<file path="src/inc/tccu_pkg.sv">
// Shared constants, register map and mode encodings of the timer capture/compare unit.
package tccu_pkg;

	// Structure.
	localparam int NUM_CH     = 5;
	localparam int TB_W       = 16;
	localparam int FIFO_DEPTH = 4;
	localparam int PSC_W      = 8;
	localparam int PSC_SEL_W  = 3;
	localparam int ADDR_W     = 8;
	localparam int DATA_W     = 32;
	localparam int CH_SHIFT   = 4;

	// Register byte offsets.
	localparam logic [ADDR_W-1:0] TB_CTRL_OFS     = 8'h00;
	localparam logic [ADDR_W-1:0] TB_A_PERIOD_OFS = 8'h04;
	localparam logic [ADDR_W-1:0] TB_B_PERIOD_OFS = 8'h08;
	localparam logic [ADDR_W-1:0] TB_A_COUNT_OFS  = 8'h0C;
	localparam logic [ADDR_W-1:0] TB_B_COUNT_OFS  = 8'h10;
	localparam logic [ADDR_W-1:0] CMP_BASE        = 8'h20;
	localparam logic [ADDR_W-1:0] CAP_BASE        = 8'h80;
	localparam logic [ADDR_W-1:0] CH_CTRL_SUB     = 8'h00;
	localparam logic [ADDR_W-1:0] CH_VAL_SUB      = 8'h04;
	localparam logic [ADDR_W-1:0] CH_AUX_SUB      = 8'h08;

	// Timebase control fields.
	localparam int TB_EN_A_BIT  = 0;
	localparam int TB_EN_B_BIT  = 1;
	localparam int TB_JOIN_BIT  = 2;
	localparam int TB_PSC_A_LSB = 4;
	localparam int TB_PSC_B_LSB = 8;

	// Compare channel control fields.
	localparam int CMP_MODE_LSB  = 0;
	localparam int CMP_MODE_W    = 3;
	localparam int CMP_TBSEL_BIT = 3;
	localparam int CMP_EN_BIT    = 4;

	// Capture channel control and status fields.
	localparam int CAP_EDGE_LSB   = 0;
	localparam int CAP_EDGE_W     = 2;
	localparam int CAP_TBSEL_BIT  = 2;
	localparam int CAP_EN_BIT     = 3;
	localparam int CAP_IRQ_EN_BIT = 4;
	localparam int CAP_NEMPTY_BIT = 0;
	localparam int CAP_OVF_BIT    = 1;
	localparam int CAP_LEVEL_LSB  = 2;
	localparam int LEVEL_W        = 3;

	// Reset values.
	localparam logic [TB_W-1:0]   TB_PERIOD_RST = 16'hFFFF;
	localparam logic [DATA_W-1:0] RDATA_RST     = 32'h0000_0000;

	// Compare pin behaviours.
	typedef enum logic [CMP_MODE_W-1:0] {
		CMP_RISE   = 3'b000,
		CMP_FALL   = 3'b001,
		CMP_TOGGLE = 3'b010,
		CMP_SINGLE = 3'b011,
		CMP_CONT   = 3'b100,
		CMP_PWM    = 3'b101
	} tccu_cmp_mode_t;

	// Capture edge sensitivity.
	typedef enum logic [CAP_EDGE_W-1:0] {
		CAP_RISING  = 2'b00,
		CAP_FALLING = 2'b01,
		CAP_BOTH    = 2'b10
	} tccu_cap_edge_t;

	// Byte address of register sub of channel ch in the bank at base.
	function automatic logic [ADDR_W-1:0] tccu_ch_addr(input logic [ADDR_W-1:0] base, input int ch,
		input logic [ADDR_W-1:0] sub);
		logic [ADDR_W-1:0] ofs;
		ofs = ADDR_W'(ch << CH_SHIFT);
		return base + ofs + sub;
	endfunction : tccu_ch_addr

endpackage : tccu_pkg

</file>
<file path="src/rtl/tccu_top.sv">
// Timer capture/compare unit: two timebases, five compare outputs, five capture inputs, register port.
// What this block does
// - Five compare channels, one output pin each.
// - Compare modes: PWM, pulses, single, toggle, low, high.
// - Each compare channel picks timebase A or B.
// - Five capture channels, each watching one pin.
// - Qualifying pin edge latches selected timebase count.
// - Each capture channel picks timebase A or B.
// - Capture on rising, falling or both edges.
// - Capture event can raise an interrupt request.
// - Four-entry FIFO per capture channel, arrival order.
// - Two 16-bit timebases, joinable into 32 bits.
// - Count on prescaled clock, reset at period.
//
// Design decisions made here: the plain strobed port and the placing of the registers.
`timescale 1ns/1ps
module tccu_top (
	// Clock and reset.
	input  wire logic                          sys_clk,
	input  wire logic                          rst,
	// Register port.
	input  wire logic [tccu_pkg::ADDR_W-1:0]   reg_addr,
	input  wire logic [tccu_pkg::DATA_W-1:0]   reg_wdata,
	input  wire logic                          reg_wr,
	input  wire logic                          reg_rd,
	output logic      [tccu_pkg::DATA_W-1:0]   reg_rdata,
	// Compare output pins.
	output logic                               compare_output_pin_1,
	output logic                               compare_output_pin_2,
	output logic                               compare_output_pin_3,
	output logic                               compare_output_pin_4,
	output logic                               compare_output_pin_5,
	// Capture input pins.
	input  wire logic                          capture_input_pin_1,
	input  wire logic                          capture_input_pin_2,
	input  wire logic                          capture_input_pin_3,
	input  wire logic                          capture_input_pin_4,
	input  wire logic                          capture_input_pin_5,
	// Capture interrupt requests, one per channel.
	output logic      [tccu_pkg::NUM_CH-1:0]   capture_irq
);
	import tccu_pkg::*;

	// Timebase configuration and state.
	logic                  tb_en_a;
	logic                  tb_en_b;
	logic                  tb_join;
	logic [PSC_SEL_W-1:0]  tb_psc_a;
	logic [PSC_SEL_W-1:0]  tb_psc_b;
	logic [TB_W-1:0]       tb_period_a;
	logic [TB_W-1:0]       tb_period_b;
	logic [TB_W-1:0]       count_a;
	logic [TB_W-1:0]       count_b;
	logic                  wrap_a;
	logic                  step_a;
	logic                  step_b;

	// Compare channel configuration and state.
	logic [CMP_MODE_W-1:0] cmp_mode  [NUM_CH];
	logic                  cmp_tbsel [NUM_CH];
	logic                  cmp_en    [NUM_CH];
	logic [TB_W-1:0]       cmp_val   [NUM_CH];
	logic [TB_W-1:0]       cmp_aux   [NUM_CH];
	logic [NUM_CH-1:0]     cmp_ctrl_wr;
	logic [NUM_CH-1:0]     cmp_pin;

	// Capture channel configuration and state.
	logic [CAP_EDGE_W-1:0] cap_edge   [NUM_CH];
	logic                  cap_tbsel  [NUM_CH];
	logic                  cap_en     [NUM_CH];
	logic                  cap_irq_en [NUM_CH];
	logic [TB_W-1:0]       cap_head   [NUM_CH];
	logic [LEVEL_W-1:0]    cap_level  [NUM_CH];
	logic [NUM_CH-1:0]     cap_ovf;
	logic [NUM_CH-1:0]     cap_event;
	logic [NUM_CH-1:0]     cap_pop;
	logic [NUM_CH-1:0]     cap_pin;
	logic [DATA_W-1:0]     next_rdata;

	assign cap_pin = {capture_input_pin_5, capture_input_pin_4, capture_input_pin_3,
		capture_input_pin_2, capture_input_pin_1};

	// Compare pins leave straight from their flip-flops.
	assign compare_output_pin_1 = cmp_pin[0];
	assign compare_output_pin_2 = cmp_pin[1];
	assign compare_output_pin_3 = cmp_pin[2];
	assign compare_output_pin_4 = cmp_pin[3];
	assign compare_output_pin_5 = cmp_pin[4];

	// Timebase registers.
	always_ff @(posedge sys_clk) begin
		if (rst) begin
			tb_en_a     <= 1'b0;
			tb_en_b     <= 1'b0;
			tb_join     <= 1'b0;
			tb_psc_a    <= '0;
			tb_psc_b    <= '0;
			tb_period_a <= TB_PERIOD_RST;
			tb_period_b <= TB_PERIOD_RST;
		end else if (reg_wr) begin
			if (reg_addr == TB_CTRL_OFS) begin
				tb_en_a  <= reg_wdata[TB_EN_A_BIT];
				tb_en_b  <= reg_wdata[TB_EN_B_BIT];
				tb_join  <= reg_wdata[TB_JOIN_BIT];
				tb_psc_a <= reg_wdata[TB_PSC_A_LSB +: PSC_SEL_W];
				tb_psc_b <= reg_wdata[TB_PSC_B_LSB +: PSC_SEL_W];
			end
			if (reg_addr == TB_A_PERIOD_OFS) begin
				tb_period_a <= reg_wdata[TB_W-1:0];
			end
			if (reg_addr == TB_B_PERIOD_OFS) begin
				tb_period_b <= reg_wdata[TB_W-1:0];
			end
		end
	end

	// Timebase A is always the low half; joined, B counts A's wraps and forms the high half.
	tccu_timebase #(.W(TB_W), .PSC_W(PSC_W)) u_tb_a (
		.sys_clk      (sys_clk),
		.rst          (rst),
		.enable       (tb_en_a),
		.prescale_sel (tb_psc_a),
		.period       (tb_period_a),
		.chain_mode   (1'b0),
		.chain_tick   (1'b0),
		.count        (count_a),
		.wrap         (wrap_a),
		.step         (step_a)
	);

	tccu_timebase #(.W(TB_W), .PSC_W(PSC_W)) u_tb_b (
		.sys_clk      (sys_clk),
		.rst          (rst),
		.enable       (tb_join ? tb_en_a : tb_en_b),
		.prescale_sel (tb_psc_b),
		.period       (tb_period_b),
		.chain_mode   (tb_join),
		.chain_tick   (wrap_a),
		.count        (count_b),
		.wrap         (),
		.step         (step_b)
	);

	// Channel configuration registers; a compare control write re-arms a single pulse.
	always_ff @(posedge sys_clk) begin
		for (int i = 0; i < NUM_CH; i++) begin
			if (rst) begin
				cmp_mode[i]   <= CMP_RISE;
				cmp_tbsel[i]  <= 1'b0;
				cmp_en[i]     <= 1'b0;
				cmp_val[i]    <= '0;
				cmp_aux[i]    <= '0;
				cap_edge[i]   <= CAP_RISING;
				cap_tbsel[i]  <= 1'b0;
				cap_en[i]     <= 1'b0;
				cap_irq_en[i] <= 1'b0;
			end else if (reg_wr) begin
				if (reg_addr == tccu_ch_addr(CMP_BASE, i, CH_CTRL_SUB)) begin
					cmp_mode[i]  <= reg_wdata[CMP_MODE_LSB +: CMP_MODE_W];
					cmp_tbsel[i] <= reg_wdata[CMP_TBSEL_BIT];
					cmp_en[i]    <= reg_wdata[CMP_EN_BIT];
				end
				if (reg_addr == tccu_ch_addr(CMP_BASE, i, CH_VAL_SUB)) begin
					cmp_val[i] <= reg_wdata[TB_W-1:0];
				end
				if (reg_addr == tccu_ch_addr(CMP_BASE, i, CH_AUX_SUB)) begin
					cmp_aux[i] <= reg_wdata[TB_W-1:0];
				end
				if (reg_addr == tccu_ch_addr(CAP_BASE, i, CH_CTRL_SUB)) begin
					cap_edge[i]   <= reg_wdata[CAP_EDGE_LSB +: CAP_EDGE_W];
					cap_tbsel[i]  <= reg_wdata[CAP_TBSEL_BIT];
					cap_en[i]     <= reg_wdata[CAP_EN_BIT];
					cap_irq_en[i] <= reg_wdata[CAP_IRQ_EN_BIT];
				end
			end
		end
	end

	// Strobe decode for re-arm and FIFO pop.
	always_comb begin
		for (int i = 0; i < NUM_CH; i++) begin
			cmp_ctrl_wr[i] = reg_wr & (reg_addr == tccu_ch_addr(CMP_BASE, i, CH_CTRL_SUB));
			cap_pop[i]     = reg_rd & (reg_addr == tccu_ch_addr(CAP_BASE, i, CH_VAL_SUB));
		end
	end

	// Compare channels; matches count once per timebase step so toggles do not chatter under a prescaler.
	for (genvar gi = 0; gi < NUM_CH; gi++) begin : g_cmp
		logic [TB_W-1:0] cnt;
		logic            stp;
		logic            hit_on;
		logic            hit_off;
		logic            done;

		assign cnt     = cmp_tbsel[gi] ? count_b : count_a;
		assign stp     = cmp_tbsel[gi] ? step_b : step_a;
		assign hit_on  = stp & (cnt == cmp_val[gi]);
		assign hit_off = stp & (cnt == cmp_aux[gi]);

		// Pin behaviour per mode; the two spare codes hold the pin.
		always_ff @(posedge sys_clk) begin
			if (rst || !cmp_en[gi]) begin
				cmp_pin[gi] <= 1'b0;
				done        <= 1'b0;
			end else begin
				if (cmp_ctrl_wr[gi]) begin
					done <= 1'b0;
				end
				unique case (tccu_cmp_mode_t'(cmp_mode[gi]))
					CMP_RISE: begin
						if (hit_on) cmp_pin[gi] <= 1'b1;
					end
					CMP_FALL: begin
						if (hit_on) cmp_pin[gi] <= 1'b0;
					end
					CMP_TOGGLE: begin
						if (hit_on) cmp_pin[gi] <= ~cmp_pin[gi];
					end
					CMP_SINGLE: begin
						if (hit_on && !done) begin
							cmp_pin[gi] <= 1'b1;
						end else if (hit_off && cmp_pin[gi]) begin
							cmp_pin[gi] <= 1'b0;
							done        <= 1'b1;
						end
					end
					CMP_CONT: begin
						if (hit_on) begin
							cmp_pin[gi] <= 1'b1;
						end else if (hit_off) begin
							cmp_pin[gi] <= 1'b0;
						end
					end
					CMP_PWM: begin
						cmp_pin[gi] <= (cnt < cmp_val[gi]);
					end
					default: begin
						cmp_pin[gi] <= cmp_pin[gi];
					end
				endcase
			end
		end
	end

	// Capture channels.
	for (genvar gi = 0; gi < NUM_CH; gi++) begin : g_cap
		tccu_capture #(.W(TB_W), .DEPTH(FIFO_DEPTH)) u_cap (
			.sys_clk       (sys_clk),
			.rst           (rst),
			.enable        (cap_en[gi]),
			.edge_mode     (cap_edge[gi]),
			.tb_sel        (cap_tbsel[gi]),
			.count_a       (count_a),
			.count_b       (count_b),
			.pin           (cap_pin[gi]),
			.pop           (cap_pop[gi]),
			.head          (cap_head[gi]),
			.level         (cap_level[gi]),
			.overflow      (cap_ovf[gi]),
			.capture_event (cap_event[gi])
		);
	end

	// Interrupt request pulses one cycle after each enabled capture event.
	always_ff @(posedge sys_clk) begin
		if (rst) begin
			capture_irq <= '0;
		end else begin
			for (int i = 0; i < NUM_CH; i++) begin
				capture_irq[i] <= cap_event[i] & cap_irq_en[i];
			end
		end
	end

	// Read mux; unmapped addresses read as zero.
	always_comb begin
		next_rdata = '0;
		unique case (reg_addr)
			TB_CTRL_OFS: begin
				next_rdata[TB_EN_A_BIT]                   = tb_en_a;
				next_rdata[TB_EN_B_BIT]                   = tb_en_b;
				next_rdata[TB_JOIN_BIT]                   = tb_join;
				next_rdata[TB_PSC_A_LSB +: PSC_SEL_W]     = tb_psc_a;
				next_rdata[TB_PSC_B_LSB +: PSC_SEL_W]     = tb_psc_b;
			end
			TB_A_PERIOD_OFS: next_rdata[TB_W-1:0] = tb_period_a;
			TB_B_PERIOD_OFS: next_rdata[TB_W-1:0] = tb_period_b;
			TB_A_COUNT_OFS:  next_rdata[TB_W-1:0] = count_a;
			TB_B_COUNT_OFS:  next_rdata[TB_W-1:0] = count_b;
			default:         next_rdata = '0;
		endcase
		for (int i = 0; i < NUM_CH; i++) begin
			if (reg_addr == tccu_ch_addr(CMP_BASE, i, CH_CTRL_SUB)) begin
				next_rdata[CMP_MODE_LSB +: CMP_MODE_W] = cmp_mode[i];
				next_rdata[CMP_TBSEL_BIT]              = cmp_tbsel[i];
				next_rdata[CMP_EN_BIT]                 = cmp_en[i];
			end
			if (reg_addr == tccu_ch_addr(CMP_BASE, i, CH_VAL_SUB)) next_rdata[TB_W-1:0] = cmp_val[i];
			if (reg_addr == tccu_ch_addr(CMP_BASE, i, CH_AUX_SUB)) next_rdata[TB_W-1:0] = cmp_aux[i];
			if (reg_addr == tccu_ch_addr(CAP_BASE, i, CH_CTRL_SUB)) begin
				next_rdata[CAP_EDGE_LSB +: CAP_EDGE_W] = cap_edge[i];
				next_rdata[CAP_TBSEL_BIT]              = cap_tbsel[i];
				next_rdata[CAP_EN_BIT]                 = cap_en[i];
				next_rdata[CAP_IRQ_EN_BIT]             = cap_irq_en[i];
			end
			if (reg_addr == tccu_ch_addr(CAP_BASE, i, CH_VAL_SUB)) next_rdata[TB_W-1:0] = cap_head[i];
			if (reg_addr == tccu_ch_addr(CAP_BASE, i, CH_AUX_SUB)) begin
				next_rdata[CAP_NEMPTY_BIT]             = (cap_level[i] != '0);
				next_rdata[CAP_OVF_BIT]                = cap_ovf[i];
				next_rdata[CAP_LEVEL_LSB +: LEVEL_W]   = cap_level[i];
			end
		end
	end

	// Read data stand only in the cycle after the strobe.
	always_ff @(posedge sys_clk) begin
		if (rst || !reg_rd) begin
			reg_rdata <= RDATA_RST;
		end else begin
			reg_rdata <= next_rdata;
		end
	end

endmodule : tccu_top

</file>
<file path="src/rtl/tccu_timebase.sv">
// One shared timebase: prescaler, period-reset counter and chaining input.
`timescale 1ns/1ps
module tccu_timebase #(
	parameter int W     = tccu_pkg::TB_W,
	parameter int PSC_W = tccu_pkg::PSC_W
) (
	// Clock and reset.
	input  wire logic                          sys_clk,
	input  wire logic                          rst,
	// Configuration.
	input  wire logic                          enable,
	input  wire logic [tccu_pkg::PSC_SEL_W-1:0] prescale_sel,
	input  wire logic [W-1:0]                  period,
	input  wire logic                          chain_mode,
	input  wire logic                          chain_tick,
	// Count state.
	output logic      [W-1:0]                  count,
	output logic                               wrap,
	output logic                               step
);
	import tccu_pkg::*;

	logic [PSC_W-1:0] psc;
	logic [PSC_W-1:0] psc_mask;
	logic             tick;

	// Divide by two to the power of prescale_sel; a chained counter follows the lower half's wrap instead.
	assign psc_mask = PSC_W'((1 << prescale_sel) - 1);
	assign tick     = enable & (chain_mode ? chain_tick : ((psc & psc_mask) == psc_mask));
	assign wrap     = tick & (count == period);

	// Prescaler runs only while enabled so the first tick is a full division after enabling.
	always_ff @(posedge sys_clk) begin
		if (rst || !enable) begin
			psc <= '0;
		end else begin
			psc <= psc + 1'b1;
		end
	end

	// Counter returns to zero on the next tick after it equals the period.
	always_ff @(posedge sys_clk) begin
		if (rst) begin
			count <= '0;
		end else if (tick) begin
			count <= (count == period) ? '0 : count + 1'b1;
		end
	end

	// Step marks the first cycle of a new count value, so matches fire once per value.
	always_ff @(posedge sys_clk) begin
		if (rst) begin
			step <= 1'b0;
		end else begin
			step <= tick;
		end
	end

endmodule : tccu_timebase

</file>
<file path="src/rtl/tccu_capture.sv">
// One input capture channel: edge detector and a small FIFO of captured counts.
`timescale 1ns/1ps
module tccu_capture #(
	parameter int W     = tccu_pkg::TB_W,
	parameter int DEPTH = tccu_pkg::FIFO_DEPTH
) (
	// Clock and reset.
	input  wire logic                             sys_clk,
	input  wire logic                             rst,
	// Configuration.
	input  wire logic                             enable,
	input  wire logic [tccu_pkg::CAP_EDGE_W-1:0]  edge_mode,
	input  wire logic                             tb_sel,
	// Timebases and pin.
	input  wire logic [W-1:0]                     count_a,
	input  wire logic [W-1:0]                     count_b,
	input  wire logic                             pin,
	// Reader side.
	input  wire logic                             pop,
	output logic      [W-1:0]                     head,
	output logic      [tccu_pkg::LEVEL_W-1:0]     level,
	output logic                                  overflow,
	output logic                                  capture_event
);
	import tccu_pkg::*;

	localparam int PTR_W = $clog2(DEPTH);

	logic [W-1:0]     store [DEPTH];
	logic [PTR_W-1:0] rd_ptr;
	logic [PTR_W-1:0] wr_ptr;
	logic             pin_prev;
	logic             rise;
	logic             fall;
	logic             full;
	logic             do_pop;
	logic             do_push;

	assign rise = pin & ~pin_prev;
	assign fall = ~pin & pin_prev;

	// Edge qualification; the unused code never captures.
	always_comb begin
		capture_event = 1'b0;
		if (enable) begin
			unique case (tccu_cap_edge_t'(edge_mode))
				CAP_RISING:  capture_event = rise;
				CAP_FALLING: capture_event = fall;
				CAP_BOTH:    capture_event = rise | fall;
				default:     capture_event = 1'b0;
			endcase
		end
	end

	assign full    = (level == LEVEL_W'(DEPTH));
	assign do_pop  = pop & (level != '0);
	// A pop in the same cycle frees a slot, so a full store still accepts that capture.
	assign do_push = capture_event & (~full | do_pop);
	assign head    = store[rd_ptr];

	// Pin history for edge detection; the pin is taken as synchronous.
	always_ff @(posedge sys_clk) begin
		if (rst) begin
			pin_prev <= 1'b0;
		end else begin
			pin_prev <= pin;
		end
	end

	// Store latches the selected timebase count at the event.
	always_ff @(posedge sys_clk) begin
		if (do_push) begin
			store[wr_ptr] <= tb_sel ? count_b : count_a;
		end
	end

	// Pointers and fill level; entries leave in arrival order.
	always_ff @(posedge sys_clk) begin
		if (rst) begin
			rd_ptr <= '0;
			wr_ptr <= '0;
			level  <= '0;
		end else begin
			if (do_push) begin
				wr_ptr <= (wr_ptr == PTR_W'(DEPTH - 1)) ? '0 : wr_ptr + 1'b1;
			end
			if (do_pop) begin
				rd_ptr <= (rd_ptr == PTR_W'(DEPTH - 1)) ? '0 : rd_ptr + 1'b1;
			end
			level <= level + LEVEL_W'(do_push) - LEVEL_W'(do_pop);
		end
	end

	// Overflow sticks until a read; an event in the read cycle is stored, not lost, so the read still clears it.
	always_ff @(posedge sys_clk) begin
		if (rst) begin
			overflow <= 1'b0;
		end else if (capture_event && !do_push) begin
			overflow <= 1'b1;
		end else if (do_pop) begin
			overflow <= 1'b0;
		end
	end

endmodule : tccu_capture

</file>
<file path="config.mk">
export PLATFORM = sky130hd
export DESIGN_NAME = tccu_top
export DESIGN_NICKNAME = d
export VERILOG_FILES = /design/src/inc/tccu_pkg.sv /design/src/rtl/tccu_top.sv /design/src/rtl/tccu_timebase.sv /design/src/rtl/tccu_capture.sv
export SDC_FILE = /design/constraint.sdc
export NUM_CORES = 1
export LEC_CHECK = 0
export ABC_AREA = 1
export BUFFER_PORTS_ARGS = -buffer_cell sky130_fd_sc_hd__buf_2
export CAP_MARGIN = 20
export CORE_MARGIN = 5
export CORE_UTILIZATION = 38
export DETAILED_ROUTE_END_ITERATION = 10
export PLACE_DENSITY = 0.51
export SYNTH_ARGS = -nofsm -noshare
export SYNTH_HDL_FRONTEND = slang
export SYNTH_SLANG_ARGS = --single-unit
</file>
<file path="constraint.sdc">
create_clock -name sys_clk -period 8.8 [get_ports sys_clk]
set_input_delay 2.2 -clock sys_clk [delete_from_list [all_inputs] [get_ports sys_clk]]
set_output_delay 2.2 -clock sys_clk [all_outputs]
set_load 0.02 [all_outputs]
</file>
==> results of run 1 <==
[final timing paths]
| path | startpoint | end | depth (start not counted) |
|---|---|---|---|
| setup / recovery | reg_addr[3] | reg_rdata[8] | 15 |
| hold / removal | u_tb_b.psc[0] | u_tb_b.psc[0] | 1 |
| setup reg to reg | flip-flop | reg_rdata[8] | 12 |
| hold reg to reg | u_tb_b.psc[0] | u_tb_b.psc[0] | 1 |
[worst max-delay path: cells and delay by family]
family | cells | cell delay (ps)
and+or+nand+nor | 6 | 1930
AOI/OAI and AO/OA | 4 | 1470
buffers and inverters | 5 | 830
[through the flow]
| step | worst slack, ps | power, mW |
|---|---|---|
| 2_1_floorplan | 3880 | 3.95 |
| 3_3_place_gp | 2450 | 4.09 |
| 3_5_place_dp | 2380 | 4.09 |
| 4_1_cts | 3060 | 7.57 |
| 5_1_grt | 2730 | 7.77 |
| 6_report | 2860 | 7.52 |
[state kept, by name (all words and copies together) (netlist names), 7 cells and up, named ones only]
register            count
tb_period_a            16
u_tb_b.psc              7
cmp_val                80
tb_period_b            16
g_cap.u_cap.wr_ptr     10
u_tb_a.psc              7
cmp_aux                80
reg_rdata              16
g_cap.u_cap.store     320
u_tb_b.count           16
cap_edge               10
cmp_mode               15
g_cap.u_cap.rd_ptr     10
g_cap.u_cap.level      15
u_tb_a.count           16
[cell usage after synthesis, drive strengths merged (7+ instances only)]
| master | count |
|---|---|
| nor2 | 626 |
| o22ai | 98 |
| clkinv | 9 |
| nor3b | 16 |
| inv | 451 |
| edfxtp | 530 |
| xnor2 | 24 |
| nand4 | 66 |
| o211ai | 36 |
| buf | 44 |
| nor3 | 62 |
| clkbuf | 150 |
| ha | 136 |
| o21ai | 469 |
| nand3 | 90 |
| xor2 | 50 |
| a2111oi | 7 |
| o2111ai | 27 |
| a21oi | 148 |
| a221oi | 9 |
| or2 | 8 |
| a211oi | 26 |
| nand3b | 7 |
| dfxtp | 175 |
| nand2 | 600 |
| nor4 | 16 |
| o221ai | 18 |
[power by group through the flow]
stage / registers (mW) / clock network, mW / logic (mW)
after floorplan: 3.73 / 0 / 0.221
after global routing: 3.69 / 3.69 / 0.386
final: 3.68 / 3.49 / 0.352
after detailed placement: 3.75 / 0 / 0.341
after CTS: 3.68 / 3.54 / 0.343
after global placement: 3.75 / 0 / 0.340
[metal layers]
metal	track usage	share of wire	up-vias
li1	-	-	13700
met1	0.361	0.44	13700
met2	0.387	0.44	1242
met3	0.0362	0.086	239
met4	0.0839	0.038	0
met5	0	0	-
[cell families (layout without fill, tap and decap cells)]
kind of cell | count (synthesis) | in the layout | share of synthesized area
other | 1 | 19 | 0.000105
adders and majority gates | 141 | 141 | 0.0504
buffers and inverters | 654 | 768 | 0.0718
AOI/OAI and AO/OA | 872 | 872 | 0.140
DFF | 705 | 705 | 0.543
and+or+nand+nor | 1498 | 1498 | 0.176
xor gates and xnor gates | 74 | 74 | 0.0181
[final cells by class]
class / count / area (µm²)
inverters: 460 / 1730
flip-flops and latches: 705 / 19400
well taps: 1254 / 1570
diodes: 3 / 7.51
clock buffers: 115 / 2330
repair buffers: 156 / 1080
multi-input cells: 2601 / 13800
clock inverters: 37 / 384
fillers: 9220 / 53000
==> impl_metrics.yaml, run 1 <==
global_routing:
  grt.total_usage: 0.250
  overflow: 0
  antenna_found_initial: 8
  grt_max_degree: 76
  grt_first_pass_wirelength_um: 183000
  grt_pass1_vias: 26700
setup_path:
  reg2reg_setup_slack_ps: 4770
  crit_fanout: 9
  worstSetupEndpointType: "flip-flop"
  required_ps: 9310
  critPathSlowestCell: "nand3_1"
  max_stage_delay_ps: 520
  cp_cell_sequence: "buf_2 -> inv_1 -> nand3_1 -> buf_4 -> nor2_2 -> inv_1 -> nor2_1 -> nor3_1 -> o2111ai_1 -> a221oi_1 -> o2111ai_1 -> nor3_1 -> nand4_1 -> o21ai_0 -> inv_1"
  cp-start-kind: "input pin"
  crit_top_cell: "inv_1"
  cp.arrival_ps: 6460
  path_class: "input pin to flip-flop"
power:
  p_leak_nw: 16.2
  sw_frac_of_total: 0.229
  p_comb_frac: 0.047
  p_sw_mw: 1.72
  clock_power_share: 0.464
  intPower_mw: 5.80
  vdd_drop_max_mv: 0.138
  pwr-share-seq: 0.489
  power_per_cell_area_nw_per_um2: 186
yosys:
  synth_ff_type: "edfxtp_1"
  ys_types: 65
  synth_edf_count: 530
  synth_top_area_cell: "edfxtp_1"
  synth_area_leaders: "edfxtp_1 (45%), dfxtp_1 (9.8%), nor2_1 (6.5%)"
  netlist_area_um2: 35700
  synth_top_area_share: 0.445
  yosys_register_bits: 705
  synth-async-reset-ratio: 0
  synth_warnings: 0
  syn-mean-instance-area_um2: 9.06
  netlist_instances: 3945
  synth_seq_area_share: 0.543
sta:
  setup_viol: 0
  drv_slew: 0
  period_minus_slack_ps: 5940
  grt_setup_unrepaired: "no"
  max_slew_margin: 0.203
  clock_skew_ps: 41.1
  worst_pin_slew_ps: 1170
  timing.final.crit_share: 0.675
  hold_viol_final: 0
  fin_tns_setup_ps: 0
  fmaxAchievable_ghz: 0.168
  holdWs_ps: 458
drt:
  drt-wirelength-per-cell_um: 24.0
  wirelength_um: 128000
  drt_iter0_drc: 3426
  drc: 0
  firstDrtPassIters: 6
  via_per_inst: 5.42
  vias: 28900
  ant_nets: 0
place:
  portBuffers: 58
  place_hpwl_um: 84800
  gp_congestion: 0.932
  dp_cells: 5174
  place_area_um2: 37600
cells_and_area:
  layout_common_cells: "nor2_1 (617), nand2_1 (594), edfxtp_1 (530)"
  fin_area_um2: 40300
  drive_gt1_frac: 0.0822
  nets: 4196
  final_common_cell: "nor2_1"
  area_growth_pct: 12.9
  post-route-util: 0.432
  finalNonFillerCells: 5331
clock_tree:
  clock_latency_ps: 660
  clockBufferDepth: 3
  cts_tree: "yes"
  cts_setup_buffers: 0
  htree_levels: 3
  cts.sinks: 705
  cts_made_buffers: 82
  cts_root_buf: "clkbuf_16"
  clk_transition_reported_paths_ps: 60
  cts_hold_buf: 0
  cts_resized: 0
die:
  coreArea_um2: 93300
  die_h_um: 317
  die_area_um2: 100000
  initial_utilization: 0.383
  die_w_um: 317
  rows: 112
  ioPinCount: 91
hold_path:
  min_path_type: "flip-flop to flip-flop"
run_status:
  status: "finished, final reports clean"
job:
  cap_viol_max_count: 0
(Power assumes the default switching activity.)
==> inputs of run 2 (changes only) <==
Settings changed: ABC_AREA 1 to 0.
Clock period 8.8 ns to 6.1 ns, I/O delays scaled along.
==> impl_metrics.yaml, run 2 <==
die:
  ioPinCount: 91
  rows: 114
  die_w_um: 322
  initial_utilization: 0.382
  die_area_um2: 104000
  die_h_um: 322
  coreArea_um2: 96600
sta:
  max_slew_margin: 0.286
  clock_skew_ps: 44.4
  holdWs_ps: 473
  fin_tns_setup_ps: 0
  timing.final.crit_share: 0.758
  period_minus_slack_ps: 4620
  setup_slack_ps: 1480
  hold_viol_final: 0
  worst_pin_slew_ps: 1060
  drv_slew: 0
  setup_viol: 0
  fmaxAchievable_ghz: 0.216
  grt_setup_unrepaired: "no"
clock_tree:
  cts_tree: "yes"
  cts.sinks: 705
  clockBufferDepth: 3
  clk_transition_reported_paths_ps: 60
  cts_hold_buf: 0
  cts_root_buf: "clkbuf_16"
  cts_setup_buffers: 0
  cts_resized: 0
  cts_made_buffers: 81
  clock_latency_ps: 670
  htree_levels: 3
yosys:
  synth_area_leaders: "edfxtp_1 (43%), dfxtp_1 (9.5%), mux4_2 (4.9%)"
  synth_ff_type: "edfxtp_1"
  synth_edf_count: 530
  netlist_top_cells_count: "edfxtp_1 (530), nor2_1 (245), nand2_1 (204)"
  synth_seq_area_share: 0.526
  netlist_area_um2: 36900
  yosysMostFrequentCell: "edfxtp_1"
  synth_top_area_cell: "edfxtp_1"
  syn-mean-instance-area_um2: 11.6
  synth_warnings: 0
  synth_top_area_share: 0.431
  netlist_instances: 3187
  ys_types: 92
  synth-async-reset-ratio: 0
  yosys_register_bits: 705
cells_and_area:
  largest_register_ff_count: 320
  top_register: "g_cap.u_cap.store"
  nets: 3394
  area_growth_pct: 11.9
  finalNonFillerCells: 4555
  n_fill_cell: 8949
  drive_gt1_frac: 0.169
  reg.largest.list: "g_cap.u_cap.store (320), cmp_aux (80), cmp_val (80)"
  post-route-util: 0.428
  final_common_cell: "edfxtp_1"
  layout_common_cells: "edfxtp_1 (530), nor2_1 (242), nand2_1 (204)"
setup_path:
  startpoint: "reg_addr[3]"
  path_class: "input pin to flip-flop"
  cp.arrival_ps: 5130
  reg2reg_setup_slack_ps: 2180
  worstSetupEndpointType: "flip-flop"
  cp-endpoint: "reg_rdata[4]"
  timing.rr.end: "compare_output_pin_4"
  crit_fanout: 40
  cp-start-kind: "input pin"
  reg2reg_depth: 12
  required_ps: 6600
  reg2reg_from: "cmp_tbsel[3]"
place:
  gp_congestion: 1.01
  dp_cells: 4397
  place_hpwl_um: 98900
  place_ws_ps: 1000
  portBuffers: 58
drt:
  drt-wirelength-per-cell_um: 31.4
  ant_nets: 0
  wirelength_um: 143000
  vias: 28000
  via_per_inst: 6.14
  drc: 0
  drt_iter0_drc: 3431
  firstDrtPassIters: 8
hold_path:
  min_path_type: "flip-flop to flip-flop"
power:
  vdd_drop_max_mv: 0.208
  power_per_cell_area_nw_per_um2: 264
  p_leak_nw: 15.9
job:
  cap_viol_max_count: 0
global_routing:
  antenna_found_initial: 10
  grt_max_degree: 78
  grt_first_pass_wirelength_um: 200000
  overflow: 0
  grt_pass1_vias: 26800
  grt.total_usage: 0.269
run_status:
  status: "finished, final reports clean"
-- run 2: cell count changes in the layout (fill, tap and decap cells not counted), sizes merged, moves of 140 or more --
| cell | delta |
|---|---|
| nand2 | -396 |
| and3 | +160 |
| mux2 | +140 |
| inv | -295 |
| nor2 | -379 |
| o21ai | -355 |
-- run 2: how the worst min path moves through the flow --
| stage | from | endpoint | cells past startpoint |
|---|---|---|---|
| after floorplan | u_tb_a.psc[0] | u_tb_a.psc[0] | 1 |
| after global placement | u_tb_a.psc[0] | u_tb_a.psc[0] | 1 |
| after detailed placement | u_tb_a.psc[0] | u_tb_a.psc[0] | 1 |
| after CTS | u_tb_a.psc[0] | u_tb_a.psc[0] | 1 |
| after global routing | u_tb_a.psc[0] | u_tb_a.psc[0] | 1 |
| final | u_tb_a.psc[0] | u_tb_a.psc[0] | 1 |
-- run 2: routing by layer --
metal,global-route usage,wire length [µm],up-vias
li1,-,-,11800
met1,0.374,59500,14100
met2,0.401,61800,1702
met3,0.0632,14700,332
met4,0.120,7100,6
met5,0,34,-
-- run 2: cell type report --
type	count	area, µm²	share of cell area
Tap cell	1276	1600	0.0387
Sequential cell	705	19400	0.470
Clock inverter	50	483	0.0117
Timing Repair Buffer	159	1060	0.0257
Inverter	154	578	0.0140
Multi-Input combinational cell	2103	15900	0.386
Clock buffer	99	2210	0.0534
Antenna cell	9	22.5	0.000545
-- run 2: per-stage QoR --
stage               total power [mW]  instance area [µm²]
finish                          10.9                41300
global route                    11.2                41300
CTS                             11.0                41300
detailed placement              6.04                38600
global placement                6.03                38600
floorplan                       5.76                37000
-- run 2: cells by family after synthesis --
kind of cell             after synthesis  share of synthesized area
flip-flops                           705                      0.526
AND/OR/NAND/NOR                     1013                      0.145
AO/OA/AOI/OAI                        490                     0.0870
multiplexers                         281                      0.109
other                                  1                   0.000102
adder cells (fa/ha/maj)              141                     0.0488
buffers and inverters                394                     0.0455
XOR/XNOR                             162                     0.0384
-- run 2: where the power goes --
| group | internal, mW | total, mW | switching [mW] |
|---|---|---|---|
| Combinational | 0.182 | 0.590 | 0.408 |
| Clock | 2.85 | 4.96 | 2.11 |
| Sequential | 5.24 | 5.38 | 0.139 |
| Total | 8.27 | 10.9 | 2.65 |
-- run 2: critical path, cell delays in order --
cell and delay, ps:
buf_2 110, buf_4 500, or4b_1 780, buf_4 330, nor2_1 490, nand2_1 160
nand3_1 120, a21oi_1 130, a2111oi_0 420, a21oi_1 120, nor2_1 410
